**src/shared/uepr_pkg.sv**
```systemverilog
// Behaviour
// - base register holds start address bits ten to three
// - hardware never rewrites the base register
// - count bit 7 set means empty, nak
// - size field seven bits, top bit reads zero
// - endpoint 0 uses four dedicated registers
// - endpoint 0 buffers fixed at fef8, fef0
// - endpoint 0 registers decode at ff80 to ff83
// - interrupt enable bit gates completion interrupt
// - software stall bit cleared by next setup
// - toggle bit read-only, shows data toggle
// - manager serves endpoint only while enabled
// - endpoint 0 count codes above eight act as eight
// - endpoint 0 in nak resets to one
`default_nettype none
package uepr_pkg;
	// ***************************************************
	// bus geometry
	// ***************************************************
	localparam int unsigned ADR_W  = 18;  // byte address width
	localparam int unsigned IDX_W  = 16;  // register index width
	localparam int unsigned DAT_W  = 32;  // bus data width
	localparam int unsigned BYTE_W = 8;   // register width
	localparam int unsigned EP_W   = 3;   // endpoint number width

	// ***************************************************
	// register indices (byte address is four times these)
	// ***************************************************
	localparam logic [15:0] IDX_IN_EP0_CONFIG      = 16'hff80;
	localparam logic [15:0] IDX_IN_EP0_BYTE_COUNT  = 16'hff81;
	localparam logic [15:0] IDX_OUT_EP0_CONFIG     = 16'hff82;
	localparam logic [15:0] IDX_OUT_EP0_BYTE_COUNT = 16'hff83;
	// descriptor window: index = group base + bank * 8 + endpoint
	localparam logic [10:0] IDX_DESC_GROUP         = 11'h7f8;
	localparam logic [1:0]  BANK_SECOND_BASE       = 2'h1;
	localparam logic [1:0]  BANK_SECOND_COUNT      = 2'h2;
	localparam logic [1:0]  BANK_BUFFER_SIZE       = 2'h3;

	// ***************************************************
	// field positions
	// ***************************************************
	localparam int unsigned BIT_NAK        = 7;  // count registers
	localparam int unsigned BIT_USE_ENABLE = 7;  // manager_use_enable
	localparam int unsigned BIT_TOGGLE     = 5;  // data_toggle_state
	localparam int unsigned BIT_STALL      = 3;
	localparam int unsigned BIT_IRQ_EN     = 2;  // completion_irq_enable
	localparam int unsigned CNT7_W         = 7;  // endpoint 1..7 count and size
	localparam int unsigned CNT4_W         = 4;  // endpoint 0 count
	localparam int unsigned ADDR_PAD_W     = 3;  // zero low bits of base
	localparam int unsigned BUF_ADDR_W     = 11;
	localparam int unsigned FIX_ADDR_W     = 16;

	// ***************************************************
	// fixed values
	// ***************************************************
	localparam logic [15:0] IN_EP0_BUF_ADDR  = 16'hfef8;
	localparam logic [15:0] OUT_EP0_BUF_ADDR = 16'hfef0;
	localparam logic [3:0]  EP0_MAX_COUNT    = 4'h8;
	localparam logic        IN_EP0_NAK_RST   = 1'b1;
	localparam logic        OUT_EP0_NAK_RST  = 1'b0;
	localparam logic        EP_NAK_RST       = 1'b1;

	// read source selected for the answer cycle
	typedef enum logic [1:0] {
		UEPR_RD_NONE,
		UEPR_RD_EP0,
		UEPR_RD_MEM
	} uepr_rd_e;
endpackage
`default_nettype wire

```
**src/hw/uepr_desc_mem.sv**
```systemverilog
`default_nettype none
// small descriptor store, one write port, two registered read ports
module uepr_desc_mem #(
	parameter int unsigned WIDTH = 8,
	parameter int unsigned DEPTH = 8,
	parameter int unsigned AW    = 3
) (
	input  wire logic             clk_i,
	input  wire logic             wr_en_i,
	input  wire logic [AW-1:0]    wr_addr_i,
	input  wire logic [WIDTH-1:0] wr_data_i,
	input  wire logic [AW-1:0]    a_addr_i,
	output logic      [WIDTH-1:0] a_data_o,
	input  wire logic [AW-1:0]    b_addr_i,
	output logic      [WIDTH-1:0] b_data_o
);
	// ***************************************************
	// storage
	// ***************************************************
	logic [WIDTH-1:0] mem_q [DEPTH];  // contents undefined after reset

	// write plus both reads; a read in the write cycle sees old data
	always_ff @(posedge clk_i) begin
		if (wr_en_i) begin
			mem_q[wr_addr_i] <= wr_data_i;
		end
		a_data_o <= mem_q[a_addr_i];
		b_data_o <= mem_q[b_addr_i];
	end
endmodule
`default_nettype wire

```
**src/hw/uepr_regs.sv**
```systemverilog
// Chosen here: the Wishbone register port.
`default_nettype none
// endpoint descriptor registers behind a classic wishbone slave
module uepr_regs #(
	parameter int unsigned NUM_EP = 8  // endpoint slots, slot 0 unused in the store
) (
	input  wire logic                         clk_i,
	input  wire logic                         rst_i,
	// wishbone slave
	input  wire logic                         cyc_i,
	input  wire logic                         stb_i,
	input  wire logic                         we_i,
	input  wire logic [uepr_pkg::ADR_W-1:0]   adr_i,
	input  wire logic [3:0]                   sel_i,
	input  wire logic [uepr_pkg::DAT_W-1:0]   dat_i,
	output logic      [uepr_pkg::DAT_W-1:0]   dat_o,
	output logic                              ack_o,
	// buffer manager: endpoint 1..7 lookup
	input  wire logic [uepr_pkg::EP_W-1:0]    bm_ep_i,
	output logic      [uepr_pkg::BUF_ADDR_W-1:0] bm_y_start_addr_o,
	output logic      [uepr_pkg::CNT7_W-1:0]  bm_y_count_o,
	output logic                              bm_y_nak_o,
	output logic      [uepr_pkg::CNT7_W-1:0]  bm_buffer_size_o,
	input  wire logic                         bm_in_done_i,
	input  wire logic [uepr_pkg::EP_W-1:0]    bm_in_done_ep_i,
	// buffer manager: endpoint 0
	input  wire logic                         bm_setup_i,
	input  wire logic                         bm_in0_done_i,
	input  wire logic                         bm_out0_done_i,
	input  wire logic [uepr_pkg::CNT4_W-1:0]  bm_out0_count_i,
	output logic                              in0_serve_o,
	output logic                              in0_nak_o,
	output logic                              in0_stall_o,
	output logic      [uepr_pkg::CNT4_W-1:0]  in0_count_o,
	output logic      [uepr_pkg::FIX_ADDR_W-1:0] in0_buf_addr_o,
	output logic                              out0_serve_o,
	output logic                              out0_stall_o,
	output logic      [uepr_pkg::FIX_ADDR_W-1:0] out0_buf_addr_o,
	output logic                              in0_irq_o,
	output logic                              out0_irq_o
);
	// ***************************************************
	// bus decode
	// ***************************************************
	logic [uepr_pkg::IDX_W-1:0] idx;        // register index
	logic                       req;        // request present
	logic                       wr_take;    // write takes effect this edge
	logic                       is_desc;    // inside descriptor window
	logic [1:0]                 bank;       // descriptor bank
	logic [uepr_pkg::EP_W-1:0]  ep;         // descriptor endpoint
	logic [7:0]                 wbyte;      // written byte

	assign idx     = adr_i[uepr_pkg::ADR_W-1:2];
	assign req     = cyc_i & stb_i;
	assign wr_take = req & we_i & ack_o & sel_i[0];
	assign wbyte   = dat_i[7:0];
	// endpoint 0 in the store and bank 0 are left unmapped
	assign is_desc = (idx[15:5] == uepr_pkg::IDX_DESC_GROUP) && (idx[4:3] != 2'h0) && (idx[2:0] != 3'h0);
	assign bank    = idx[4:3];
	assign ep      = idx[2:0];

	// ***************************************************
	// descriptor store for endpoints 1..7
	// ***************************************************
	logic [2:0]       bank_we;            // per-bank write enable
	logic [7:0]       bank_wdata [3];     // per-bank write data
	logic [7:0]       bank_a     [3];     // bus-side read data
	logic [7:0]       bank_b     [3];     // manager-side read data

	// only software writes the store; the manager has no write path
	genvar g;
	generate
		for (g = 0; g < 3; g++) begin : g_bank
			assign bank_we[g]    = wr_take & is_desc & (bank == 2'(g + 1));
			// count and size keep seven bits, the top bit is not stored
			assign bank_wdata[g] = (g == 0) ? wbyte : {1'b0, wbyte[6:0]};
			uepr_desc_mem #(
				.WIDTH (8),
				.DEPTH (NUM_EP),
				.AW    (uepr_pkg::EP_W)
			) u_mem (
				.clk_i     (clk_i),
				.wr_en_i   (bank_we[g]),
				.wr_addr_i (ep),
				.wr_data_i (bank_wdata[g]),
				.a_addr_i  (ep),
				.a_data_o  (bank_a[g]),
				.b_addr_i  (bm_ep_i),
				.b_data_o  (bank_b[g])
			);
		end
	endgenerate

	// ***************************************************
	// endpoint 1..7 nak flags
	// ***************************************************
	logic [NUM_EP-1:0] nak_q;      // one per endpoint, slot 0 unused
	logic [NUM_EP-1:0] nak_d;
	logic              bm_nak_q;   // nak aligned with store read port
	logic              bm_nak_d;

	// software writes the flag; a completed in transfer sets it and wins
	always_comb begin
		nak_d    = nak_q;
		bm_nak_d = nak_q[bm_ep_i];
		if (bank_we[1]) begin
			nak_d[ep] = wbyte[uepr_pkg::BIT_NAK];
		end
		if (bm_in_done_i) begin
			nak_d[bm_in_done_ep_i] = 1'b1;
		end
	end

	always_ff @(posedge clk_i) begin
		if (rst_i) begin
			nak_q    <= {NUM_EP{uepr_pkg::EP_NAK_RST}};
			bm_nak_q <= uepr_pkg::EP_NAK_RST;
		end else begin
			nak_q    <= nak_d;
			bm_nak_q <= bm_nak_d;
		end
	end

	// manager view; base gets three zero low bits
	assign bm_y_start_addr_o = {bank_b[0], {uepr_pkg::ADDR_PAD_W{1'b0}}};
	// count passed as stored; software keeps it in range
	assign bm_y_count_o      = bank_b[1][uepr_pkg::CNT7_W-1:0];
	assign bm_y_nak_o        = bm_nak_q;
	assign bm_buffer_size_o  = bank_b[2][uepr_pkg::CNT7_W-1:0];

	// ***************************************************
	// endpoint 0 registers
	// ***************************************************
	logic       in_en_q, in_en_d;       // manager_use_enable
	logic       in_tog_q, in_tog_d;     // data_toggle_state
	logic       in_stall_q, in_stall_d;
	logic       in_irqen_q, in_irqen_d; // completion_irq_enable
	logic       in_nak_q, in_nak_d;
	logic [3:0] in_cnt_q, in_cnt_d;
	logic       out_en_q, out_en_d;
	logic       out_tog_q, out_tog_d;
	logic       out_stall_q, out_stall_d;
	logic       out_irqen_q, out_irqen_d;
	logic       out_nak_q, out_nak_d;
	logic [3:0] out_cnt_q, out_cnt_d;
	logic       in_irq_q, in_irq_d;
	logic       out_irq_q, out_irq_d;
	logic       wr_in_cfg, wr_in_cnt, wr_out_cfg, wr_out_cnt;

	assign wr_in_cfg  = wr_take && (idx == uepr_pkg::IDX_IN_EP0_CONFIG);
	assign wr_in_cnt  = wr_take && (idx == uepr_pkg::IDX_IN_EP0_BYTE_COUNT);
	assign wr_out_cfg = wr_take && (idx == uepr_pkg::IDX_OUT_EP0_CONFIG);
	assign wr_out_cnt = wr_take && (idx == uepr_pkg::IDX_OUT_EP0_BYTE_COUNT);

	// next state: setup first, then software writes, then completions on top
	always_comb begin
		in_en_d     = in_en_q;
		in_tog_d    = in_tog_q;
		in_stall_d  = in_stall_q;
		in_irqen_d  = in_irqen_q;
		in_nak_d    = in_nak_q;
		in_cnt_d    = in_cnt_q;
		out_en_d    = out_en_q;
		out_tog_d   = out_tog_q;
		out_stall_d = out_stall_q;
		out_irqen_d = out_irqen_q;
		out_nak_d   = out_nak_q;
		out_cnt_d   = out_cnt_q;
		// setup: stalls end, data stage starts on data1
		if (bm_setup_i) begin
			in_stall_d  = 1'b0;
			out_stall_d = 1'b0;
			in_tog_d    = 1'b1;
			out_tog_d   = 1'b1;
		end
		// software config writes; a stall set in the setup cycle survives
		if (wr_in_cfg) begin
			in_en_d    = wbyte[uepr_pkg::BIT_USE_ENABLE];
			in_irqen_d = wbyte[uepr_pkg::BIT_IRQ_EN];
			in_stall_d = wbyte[uepr_pkg::BIT_STALL];
		end
		if (wr_out_cfg) begin
			out_en_d    = wbyte[uepr_pkg::BIT_USE_ENABLE];
			out_irqen_d = wbyte[uepr_pkg::BIT_IRQ_EN];
			out_stall_d = wbyte[uepr_pkg::BIT_STALL];
		end
		// software count writes; the out count itself is hardware-owned
		if (wr_in_cnt) begin
			in_nak_d = wbyte[uepr_pkg::BIT_NAK];
			in_cnt_d = wbyte[uepr_pkg::CNT4_W-1:0];
		end
		if (wr_out_cnt) begin
			out_nak_d = wbyte[uepr_pkg::BIT_NAK];
		end
		// completions win over a software clear in the same cycle
		if (bm_in0_done_i) begin
			in_nak_d = 1'b1;
			in_tog_d = ~in_tog_q;
		end
		if (bm_out0_done_i) begin
			out_nak_d = 1'b1;
			out_cnt_d = bm_out0_count_i;
			out_tog_d = ~out_tog_q;
		end
		// completion interrupt only while enabled
		in_irq_d  = bm_in0_done_i & in_irqen_q;
		out_irq_d = bm_out0_done_i & out_irqen_q;
	end

	// endpoint 0 state, reset values fixed
	always_ff @(posedge clk_i) begin
		if (rst_i) begin
			in_en_q     <= 1'b0;
			in_tog_q    <= 1'b0;
			in_stall_q  <= 1'b0;
			in_irqen_q  <= 1'b0;
			in_nak_q    <= uepr_pkg::IN_EP0_NAK_RST;
			in_cnt_q    <= 4'h0;
			out_en_q    <= 1'b0;
			out_tog_q   <= 1'b0;
			out_stall_q <= 1'b0;
			out_irqen_q <= 1'b0;
			out_nak_q   <= uepr_pkg::OUT_EP0_NAK_RST;
			out_cnt_q   <= 4'h0;
			in_irq_q    <= 1'b0;
			out_irq_q   <= 1'b0;
		end else begin
			in_en_q     <= in_en_d;
			in_tog_q    <= in_tog_d;
			in_stall_q  <= in_stall_d;
			in_irqen_q  <= in_irqen_d;
			in_nak_q    <= in_nak_d;
			in_cnt_q    <= in_cnt_d;
			out_en_q    <= out_en_d;
			out_tog_q   <= out_tog_d;
			out_stall_q <= out_stall_d;
			out_irqen_q <= out_irqen_d;
			out_nak_q   <= out_nak_d;
			out_cnt_q   <= out_cnt_d;
			in_irq_q    <= in_irq_d;
			out_irq_q   <= out_irq_d;
		end
	end

	// endpoint 0 manager view
	assign in0_serve_o     = in_en_q & ~in_nak_q;
	assign in0_nak_o       = in_nak_q;
	assign in0_stall_o     = in_stall_q;
	// reserved codes clamp to eight
	assign in0_count_o     = (in_cnt_q > uepr_pkg::EP0_MAX_COUNT) ? uepr_pkg::EP0_MAX_COUNT : in_cnt_q;
	assign in0_buf_addr_o  = uepr_pkg::IN_EP0_BUF_ADDR;
	assign out0_serve_o    = out_en_q & ~out_nak_q;
	assign out0_stall_o    = out_stall_q;
	assign out0_buf_addr_o = uepr_pkg::OUT_EP0_BUF_ADDR;
	assign in0_irq_o       = in_irq_q;
	assign out0_irq_o      = out_irq_q;

	// ***************************************************
	// bus answer
	// ***************************************************
	uepr_pkg::uepr_rd_e rsel_q, rsel_d;   // answer source
	logic [7:0]         rd0_q, rd0_d;     // endpoint 0 read byte
	logic [1:0]         rbank_q, rbank_d; // store bank being read
	logic [2:0]         rep_q, rep_d;     // store endpoint being read
	logic               ack_q, ack_d;
	logic [7:0]         rbyte;            // selected answer byte

	// answer one cycle after the request; reserved bits read zero
	always_comb begin
		ack_d   = req & ~ack_q;
		rbank_d = bank;
		rep_d   = ep;
		rd0_d   = 8'h00;
		rsel_d  = uepr_pkg::UEPR_RD_NONE;
		if (is_desc) begin
			rsel_d = uepr_pkg::UEPR_RD_MEM;
		end else begin
			unique case (idx)
				uepr_pkg::IDX_IN_EP0_CONFIG: begin
					rsel_d = uepr_pkg::UEPR_RD_EP0;
					rd0_d[uepr_pkg::BIT_USE_ENABLE] = in_en_q;
					rd0_d[uepr_pkg::BIT_TOGGLE]     = in_tog_q;
					rd0_d[uepr_pkg::BIT_STALL]      = in_stall_q;
					rd0_d[uepr_pkg::BIT_IRQ_EN]     = in_irqen_q;
				end
				uepr_pkg::IDX_IN_EP0_BYTE_COUNT: begin
					rsel_d = uepr_pkg::UEPR_RD_EP0;
					rd0_d  = {in_nak_q, 3'h0, in_cnt_q};
				end
				uepr_pkg::IDX_OUT_EP0_CONFIG: begin
					rsel_d = uepr_pkg::UEPR_RD_EP0;
					rd0_d[uepr_pkg::BIT_USE_ENABLE] = out_en_q;
					rd0_d[uepr_pkg::BIT_TOGGLE]     = out_tog_q;
					rd0_d[uepr_pkg::BIT_STALL]      = out_stall_q;
					rd0_d[uepr_pkg::BIT_IRQ_EN]     = out_irqen_q;
				end
				uepr_pkg::IDX_OUT_EP0_BYTE_COUNT: begin
					rsel_d = uepr_pkg::UEPR_RD_EP0;
					rd0_d  = {out_nak_q, 3'h0, out_cnt_q};
				end
				default: begin
					rsel_d = uepr_pkg::UEPR_RD_NONE;  // unmapped reads zero
				end
			endcase
		end
	end

	always_ff @(posedge clk_i) begin
		if (rst_i) begin
			ack_q   <= 1'b0;
			rsel_q  <= uepr_pkg::UEPR_RD_NONE;
			rd0_q   <= 8'h00;
			rbank_q <= 2'h0;
			rep_q   <= 3'h0;
		end else begin
			ack_q   <= ack_d;
			rsel_q  <= rsel_d;
			rd0_q   <= rd0_d;
			rbank_q <= rbank_d;
			rep_q   <= rep_d;
		end
	end

	// every source here is a flop; the mux only picks among them
	always_comb begin
		rbyte = 8'h00;
		unique case (rsel_q)
			uepr_pkg::UEPR_RD_EP0: rbyte = rd0_q;
			uepr_pkg::UEPR_RD_MEM: begin
				unique case (rbank_q)
					uepr_pkg::BANK_SECOND_BASE:  rbyte = bank_a[0];
					uepr_pkg::BANK_SECOND_COUNT: rbyte = {nak_q[rep_q], bank_a[1][6:0]};
					uepr_pkg::BANK_BUFFER_SIZE:  rbyte = {1'b0, bank_a[2][6:0]};
					default:                     rbyte = 8'h00;
				endcase
			end
			default: rbyte = 8'h00;
		endcase
	end

	assign ack_o = ack_q;
	assign dat_o = {24'h000000, rbyte};
endmodule
`default_nettype wire

```
**config.mk**
```make
export PLATFORM = sky130hd
export DESIGN_NAME = uepr_regs
export DESIGN_NICKNAME = d
export VERILOG_FILES = /design/src/shared/uepr_pkg.sv /design/src/hw/uepr_desc_mem.sv /design/src/hw/uepr_regs.sv
export SDC_FILE = /design/constraint.sdc
export NUM_CORES = 1
export LEC_CHECK = 0
export BUFFER_PORTS_ARGS = -buffer_cell sky130_fd_sc_hd__buf_2
export CAP_MARGIN = 20
export CORE_MARGIN = 2
export CORE_UTILIZATION = 36
export CTS_CLUSTER_DIAMETER = 40
export DETAILED_ROUTE_END_ITERATION = 12
export PLACE_DENSITY = 0.62
export SLEW_MARGIN = 20
export SYNTH_ARGS = -nofsm -noshare
export SYNTH_HDL_FRONTEND = slang
export SYNTH_SLANG_ARGS = --single-unit
```
**constraint.sdc**
```tcl
create_clock -name clk_i -period 2.6 [get_ports clk_i]
set_input_delay 0.26 -clock clk_i [delete_from_list [all_inputs] [get_ports clk_i]]
set_output_delay 0.26 -clock clk_i [all_outputs]
set_load 0.02 [all_outputs]
```
* Word level (Yosys, flattened, before mapping) *
Memories as Yosys holds them, arrays and structs flattened. A register that Yosys moved wholly into a read port is not among the register bits.
Cells that the tools add are included.

storage, ports and cells
  register bits = 45
  RAM bits = 176
  logic and storage cells = 117
  memories kept = 3

cells by class
  magnitude comparators = 7
  equality and inequality tests = 13
  muxes and demuxes = 34
  bitwise gates (word level) = 19
  reductions and logical operators = 18

memories
  name                   depth  width  read ports  clocked after Yosys merged registers in  write ports  line                 text
  g_bank[0].u_mem.mem_q  8      8      2           2                                        1            uepr_desc_mem.sv:20  logic [WIDTH-1:0] mem_q [DEPTH];
  g_bank[1].u_mem.mem_q  8      7      2           2                                        1            uepr_desc_mem.sv:20
  g_bank[2].u_mem.mem_q  8      7      2           2                                        1            uepr_desc_mem.sv:20

operator list
  operator                                                           count
  == test 16 bit, second input constant                              4
  one-hot mux 8 bit (3 select lines)                                 1
  2-to-1 mux 1 bit                                                   19
  less-than comparator 3 x 4 -> 1 bit, second input constant         4
  2-to-1 mux 8 bit                                                   2
  one-hot mux 8 bit (2 select lines)                                 1
  AND 1 bit                                                          13
  nonzero test 2 bit                                                 6
  == test 11 bit, second input constant                              1
  == test 2 bit, second input constant                               5
  bitwise mux 8 bit                                                  1
  logical AND 1 bit                                                  8
  OR 8 bit                                                           1
  one-hot mux 2 bit (4 select lines)                                 1
  binary-select mux 1 bit (select 3 bit)                             2
  demux 1 bit (select 3 bit)                                         2
  == test 2 x 1 -> 1 bit, second input constant                      3
  greater-or-equal comparator 3 x 1 -> 1 bit, second input constant  2
  NOT 1 bit                                                          5
  greater-than comparator 4 bit, second input constant               1
  2-to-1 mux 4 bit                                                   1
  one-hot mux 1 bit (4 select lines)                                 1
  one-hot mux 2 bit (2 select lines)                                 1
  OR reduction 2 bit                                                 2
  4 further kinds                                                    4

* Longest topological paths before layout *
  depth after elaboration = 9
  gate-level depth with buffers = 8
  mapped depth without buffers = 6

* Hierarchy *
From an unflattened synthesis, not the netlist that was laid out.

second synthesis, totals
  cells, all modules = 768
  area total of the unflattened synthesis = 12943.7 sq um

modules (own cells, without submodules)
  module         instances  cells an instance  area an instance (sq um)
  uepr_desc_mem  3          151                3398.3
  uepr_regs      1          315                2748.9

* Worst setup path before layout *
No wires, ideal clock.

  path type = register to register
  from = register ack_q, in the netlist ack_o
  to = memory g_bank[0].u_mem.mem_q[2][0] (enable)
  library setup time = 0.395 ns
  arrival = 2.057 ns
  data required time = 2.205 ns
  setup slack = 0.148 ns
  stages on the path, launching flop included = 6
  cells stage by stage = dfxtp_1 > and4_1 > buf_4 > and4b_1 > nand3_2 > nor4_1

on the way
  longest elaborated chain between the ends = 6

RTL lines
  element                                 line                 text
  from (decl)                             uepr_regs.sv:265     logic ack_q, ack_d;
  from (signal assigned)                  uepr_regs.sv:316     ack_q <= ack_d;
  AND 1 bit (2 in series)                 uepr_regs.sv:55      assign wr_take = req & we_i & ack_o & sel_i[0];
  AND 1 bit (2 in series)                 uepr_regs.sv:74      assign bank_we[g] = wr_take & is_desc & (bank == 2'(g + 1));
  2-to-1 mux 1 bit                        uepr_desc_mem.sv:24  if (wr_en_i) begin
  2-to-1 mux 1 bit (not written as such)  uepr_desc_mem.sv:25  mem_q[wr_addr_i] <= wr_data_i;
  to (decl)                               uepr_desc_mem.sv:20

Every way passes these cells.

* Worst setup path in the final report *
  from = register rsel_q[0]
  to = output dat_o[7] (netlist name)

on the way
  longest elaborated chain between the ends = 2
  elaborated cells on any way between the ends = 3
  classes of those cells = 2 x eq/ne; 1 x mux

RTL lines
  element                                                  line              text
  from (decl)                                              uepr_regs.sv:261  uepr_pkg::uepr_rd_e rsel_q, rsel_d;
  from (signal assigned)                                   uepr_regs.sv:311  rsel_q <= uepr_pkg::UEPR_RD_NONE;
  from (signal assigned)                                   uepr_regs.sv:317  rsel_q <= rsel_d;
  == test 2 bit or == test 2 x 1 -> 1 bit (tied branches)  uepr_regs.sv:327  unique case (rsel_q)
  one-hot mux 8 bit (2 select lines) *                     uepr_regs.sv:327
  to (decl)                                                uepr_regs.sv:16   output logic [uepr_pkg::DAT_W-1:0] dat_o,

Mark *: on every way between the ends. The rest lies on a longest branch, timed or not.

==> out/metrics.csv <==
stage,metric,value,unit
status,status,"finished, final reports clean",
drt,drt-pass1-iter-count,5,
drt,antenna_left,0,
worst_hold_path,timing.hold.worst.class,in2reg,
critical_path,end_kind,output pin,
final_layout,finalCoreUtilization,43.2,%
synthesis,number_of_synthesized_flops_with_an_enable_pin,176,
place,place.detailed.hpwl,17400,microns
final_layout,nNetsFinal,944,
timing,grt_setup_unrepaired,false,
place,placement.cell_area,12700,sq um
power_and_ir_drop,power.ir.vdd_worst,0.000536,V
synthesis,synth_compound_area_share,3.40,%
synthesis,synth_sequential_area_ratio,59.6,%
drt,dr_iter_0_viols,435,
drt,vias,6708,
synthesis,synthXorXnorAreaFrac,0,%
floorplanning,initial_core_util,36.4,%
grt,pin_count_of_the_biggest_net_entering_global_routing,38,
drt,via_density_per_instance,5.02,
grt,grt.total_usage,15.9,%
timing,skew,0.0213,ns
power_and_ir_drop,power.density,740,nW/um^2
critical_path,worst_ep_arrival_time,2.17,ns
synthesis,post_synth_and_or_nand_nor_area_fraction,6.57,%
floorplanning,design.die.area,34200,sq um
critical_path,setup.worst_path.class,reg2out,
floorplanning,chipWidth,185,microns
floorplanning,fp.dieH,185,microns
place,pre_cts_slack,0.493,ns
critical_path,critical_path_peak_fanout,9,
timing,final.setup.tns,0,ns
place,port-buffer-count,86,
timing,layout_setup_ws,0.168,ns
power_and_ir_drop,leakagePower,4.91,nW
timing,final_period_minus_worst_setup_slack,2.43,ns
timing,timing.fmax,411,MHz
clock_network,clkSlewWorstSetupHoldPaths,0.06,ns
grt,antenna_found_initial,0,
timing,whs,0.0696,ns
floorplanning,boundaryPins,175,
final_layout,final_layout_size_suffix_gt1_share,37.8,%
grt,first_pass_grt_wire_length,40400,microns
clock_network,clockBufferDepth,3,
synthesis,share_of_the_synthesized_area_in_the_top_cell_type,44.8,%
final_layout,n_antenna_cell,0,
critical_path,setup_slack_of_the_most_critical_reg_to_reg_path,0.55,ns
run,cap_violations,0,
drt,route.detailed.drc,0,
clock_network,clock_insertion_delay_at_the_later_pin_of_the_skew_report,0.51,ns
synthesis,total_of_flip_flops_plus_latches_after_synthesis,263,
synthesis,ys.warnings.count,0,
drt,drt-total-wl,26300,microns
synthesis,synth-main-ff-cell,edfxtp_1,
synthesis,syn_area_per_cell,16.1,sq um
final_layout,final_cell_count_no_fill,1336,
synthesis,synth_mux_area_share,23.8,%
synthesis,synth-async-reset-ratio,0,%
clock_network,post-cts-setup-buffer-count,0,
synthesis,synth_top_family_by_area,multiplexers,
clock_network,root_buffer,clkbuf_16,
drt,routedWlPerCell,19.7,microns
floorplanning,core_region_area,32400,sq um
clock_network,numCtsBuffers,36,
final_layout,area_growth_syn_to_layout,18.6,%
critical_path,r2r_cells,5,
timing,total_count_of_hold_check_failures_in_the_final_report,0,
timing,tightest_slew,0.816,ns
power_and_ir_drop,fin_total_pwr,10.3,mW
final_layout,finalInstanceArea,14000,sq um
synthesis,synth_fa_ha_area_share,0.212,%
critical_path,endpoint,dat_o[7],
critical_path,crit-reg2reg-launch,ack_o,
critical_path,crit_path_start,rsel_q[0],
critical_path,critical_path.startpoint_type,register,
synthesis,synthesized_area,11800,sq um
timing,maxSlewViolCount,0,
synthesis,post_synth_main_area_contributors,"edfxtp_1 45%, mux4_2 18%, dfxtp_1 15%",
clock_network,ctsHtreeMaxLevel,2,
timing,min_period_over_period,93.5,%
grt,globalRouteOverflowTotal,0,
timing,slew-limit-headroom,45.6,%
synthesis,synthCells,734,
timing,final-setup-viol-count,0,
worst_hold_path,min_delay_path_depth,3,
synthesis,synth_area_leader_cell,edfxtp_1,
place,routabilityCongestion,0.762,
floorplanning,fp-row-count,66,
critical_path,crit-reg2reg-capture,g_bank[0].u_mem.mem_q[2][2],
clock_network,total_clock_sinks,263,
grt,first_global_vias,6928,
synthesis,ys_types,48,
clock_network,cts_tree,done,
final_layout,filler_instances,2890,
place,place_inst,1266,
critical_path,crit_required,2.34,ns
[placed cells by master (no fill, tap or decap), types with 21 or more instances in the layout]
master and instances:
buf_2 85, mux2_2 43, mux4_2 95, nand4_1 21, dfxtp_1 87, buf_4 34, clkbuf_16 37, conb_1 81
edfxtp_1 176
[power breakdown]
group          switching, mW  leakage [nW]  internal, mW
clock                   1.84         0.594          3.14
sequential            0.0418          2.32          4.56
combinational          0.443          2.00         0.316
[what timing repair did]
| action | CTS | global route |
|---|---|---|
| hold buffers | 7 | 0 |
| hold endpoints to repair | 7 | 0 |
| resized for setup | 0 | 2 |
| endpoints found under the setup margin | 0 | 2 |
[worst max-delay path, cell delays in order, from the launching register on]
cell and delay [ns]:
dfxtp_1 0.33, inv_1 0.04, ha_1 0.29, nand2b_1 0.29
nor3_1 0.24, a21oi_1 0.08, o21ai_1 0.17, buf_2 0.22
[per-layer routing]
metal | global-route usage (%) | up-vias | wire length (microns)
met3 | 2.54 | 39 | 1350
li1 | - | 3051 | -
met5 | 0 | - | 0
met2 | 27.6 | 247 | 13400
met4 | 4.76 | 0 | 603
met1 | 20.4 | 3371 | 11000
[cell type report]
cell class | count | area [sq um] | share of cell area [%]
flip-flops and latches | 263 | 7030 | 50.3
inverters | 4 | 15.0 | 0.107
well taps | 442 | 553 | 3.96
repair buffers | 130 | 831 | 5.94
clock inverters | 22 | 284 | 2.03
multi-input cells | 434 | 4330 | 31.0
clock buffers | 41 | 941 | 6.73
[cells by family (layout without fill, tap and decap cells)]
group	after synthesis	in the layout
flops	263	263
mux	152	152
compound gates	65	65
simple gates	134	134
fa+ha+maj	2	2
other cells	2	81
buf+inv	116	197
[worst min path at each step]
stage                        start                     endpoint  slack (ns)
after floorplan           dat_i[0]  g_bank[0].u_mem.mem_q[0][0]        0.36
after global placement       ack_o                        ack_o        0.42
after detailed placement     ack_o                        ack_o        0.43
after CTS                 adr_i[9]                    rsel_q[1]        0.06
after global routing      adr_i[9]                    rsel_q[1]        0.09
final                     adr_i[9]                    rsel_q[1]        0.07
[synth_stat cells, types with 7 or more instances]
library cell and instances:
nor2_1 17, and2_1 7, nand4_1 21, clkbuf_1 14, o21ai_0 21, nor3_1 16
dfxtp_1 87, nand2b_1 8, nor2b_1 21, a21oi_1 13, nor4_1 11, mux4_2 95
buf_4 67, a22oi_1 9, mux2_2 43, o211ai_1 7, edfxtp_1 176, buf_1 10
mux2_4 8, nand2_1 15, buf_2 16
[state kept, by name, indices dropped and copies added (netlist names), 2 cells and up]
register,count
g_bank.u_mem.mem_q,176
g_bank.u_mem.a_data_o,22
g_bank.u_mem.b_data_o,22
nak_q,8
rd0_q,6
in_cnt_q,4
out_cnt_q,4
rep_q,3
rbank_q,2
rsel_q,2
No activity file was read; power rests on OpenSTA's default activity.
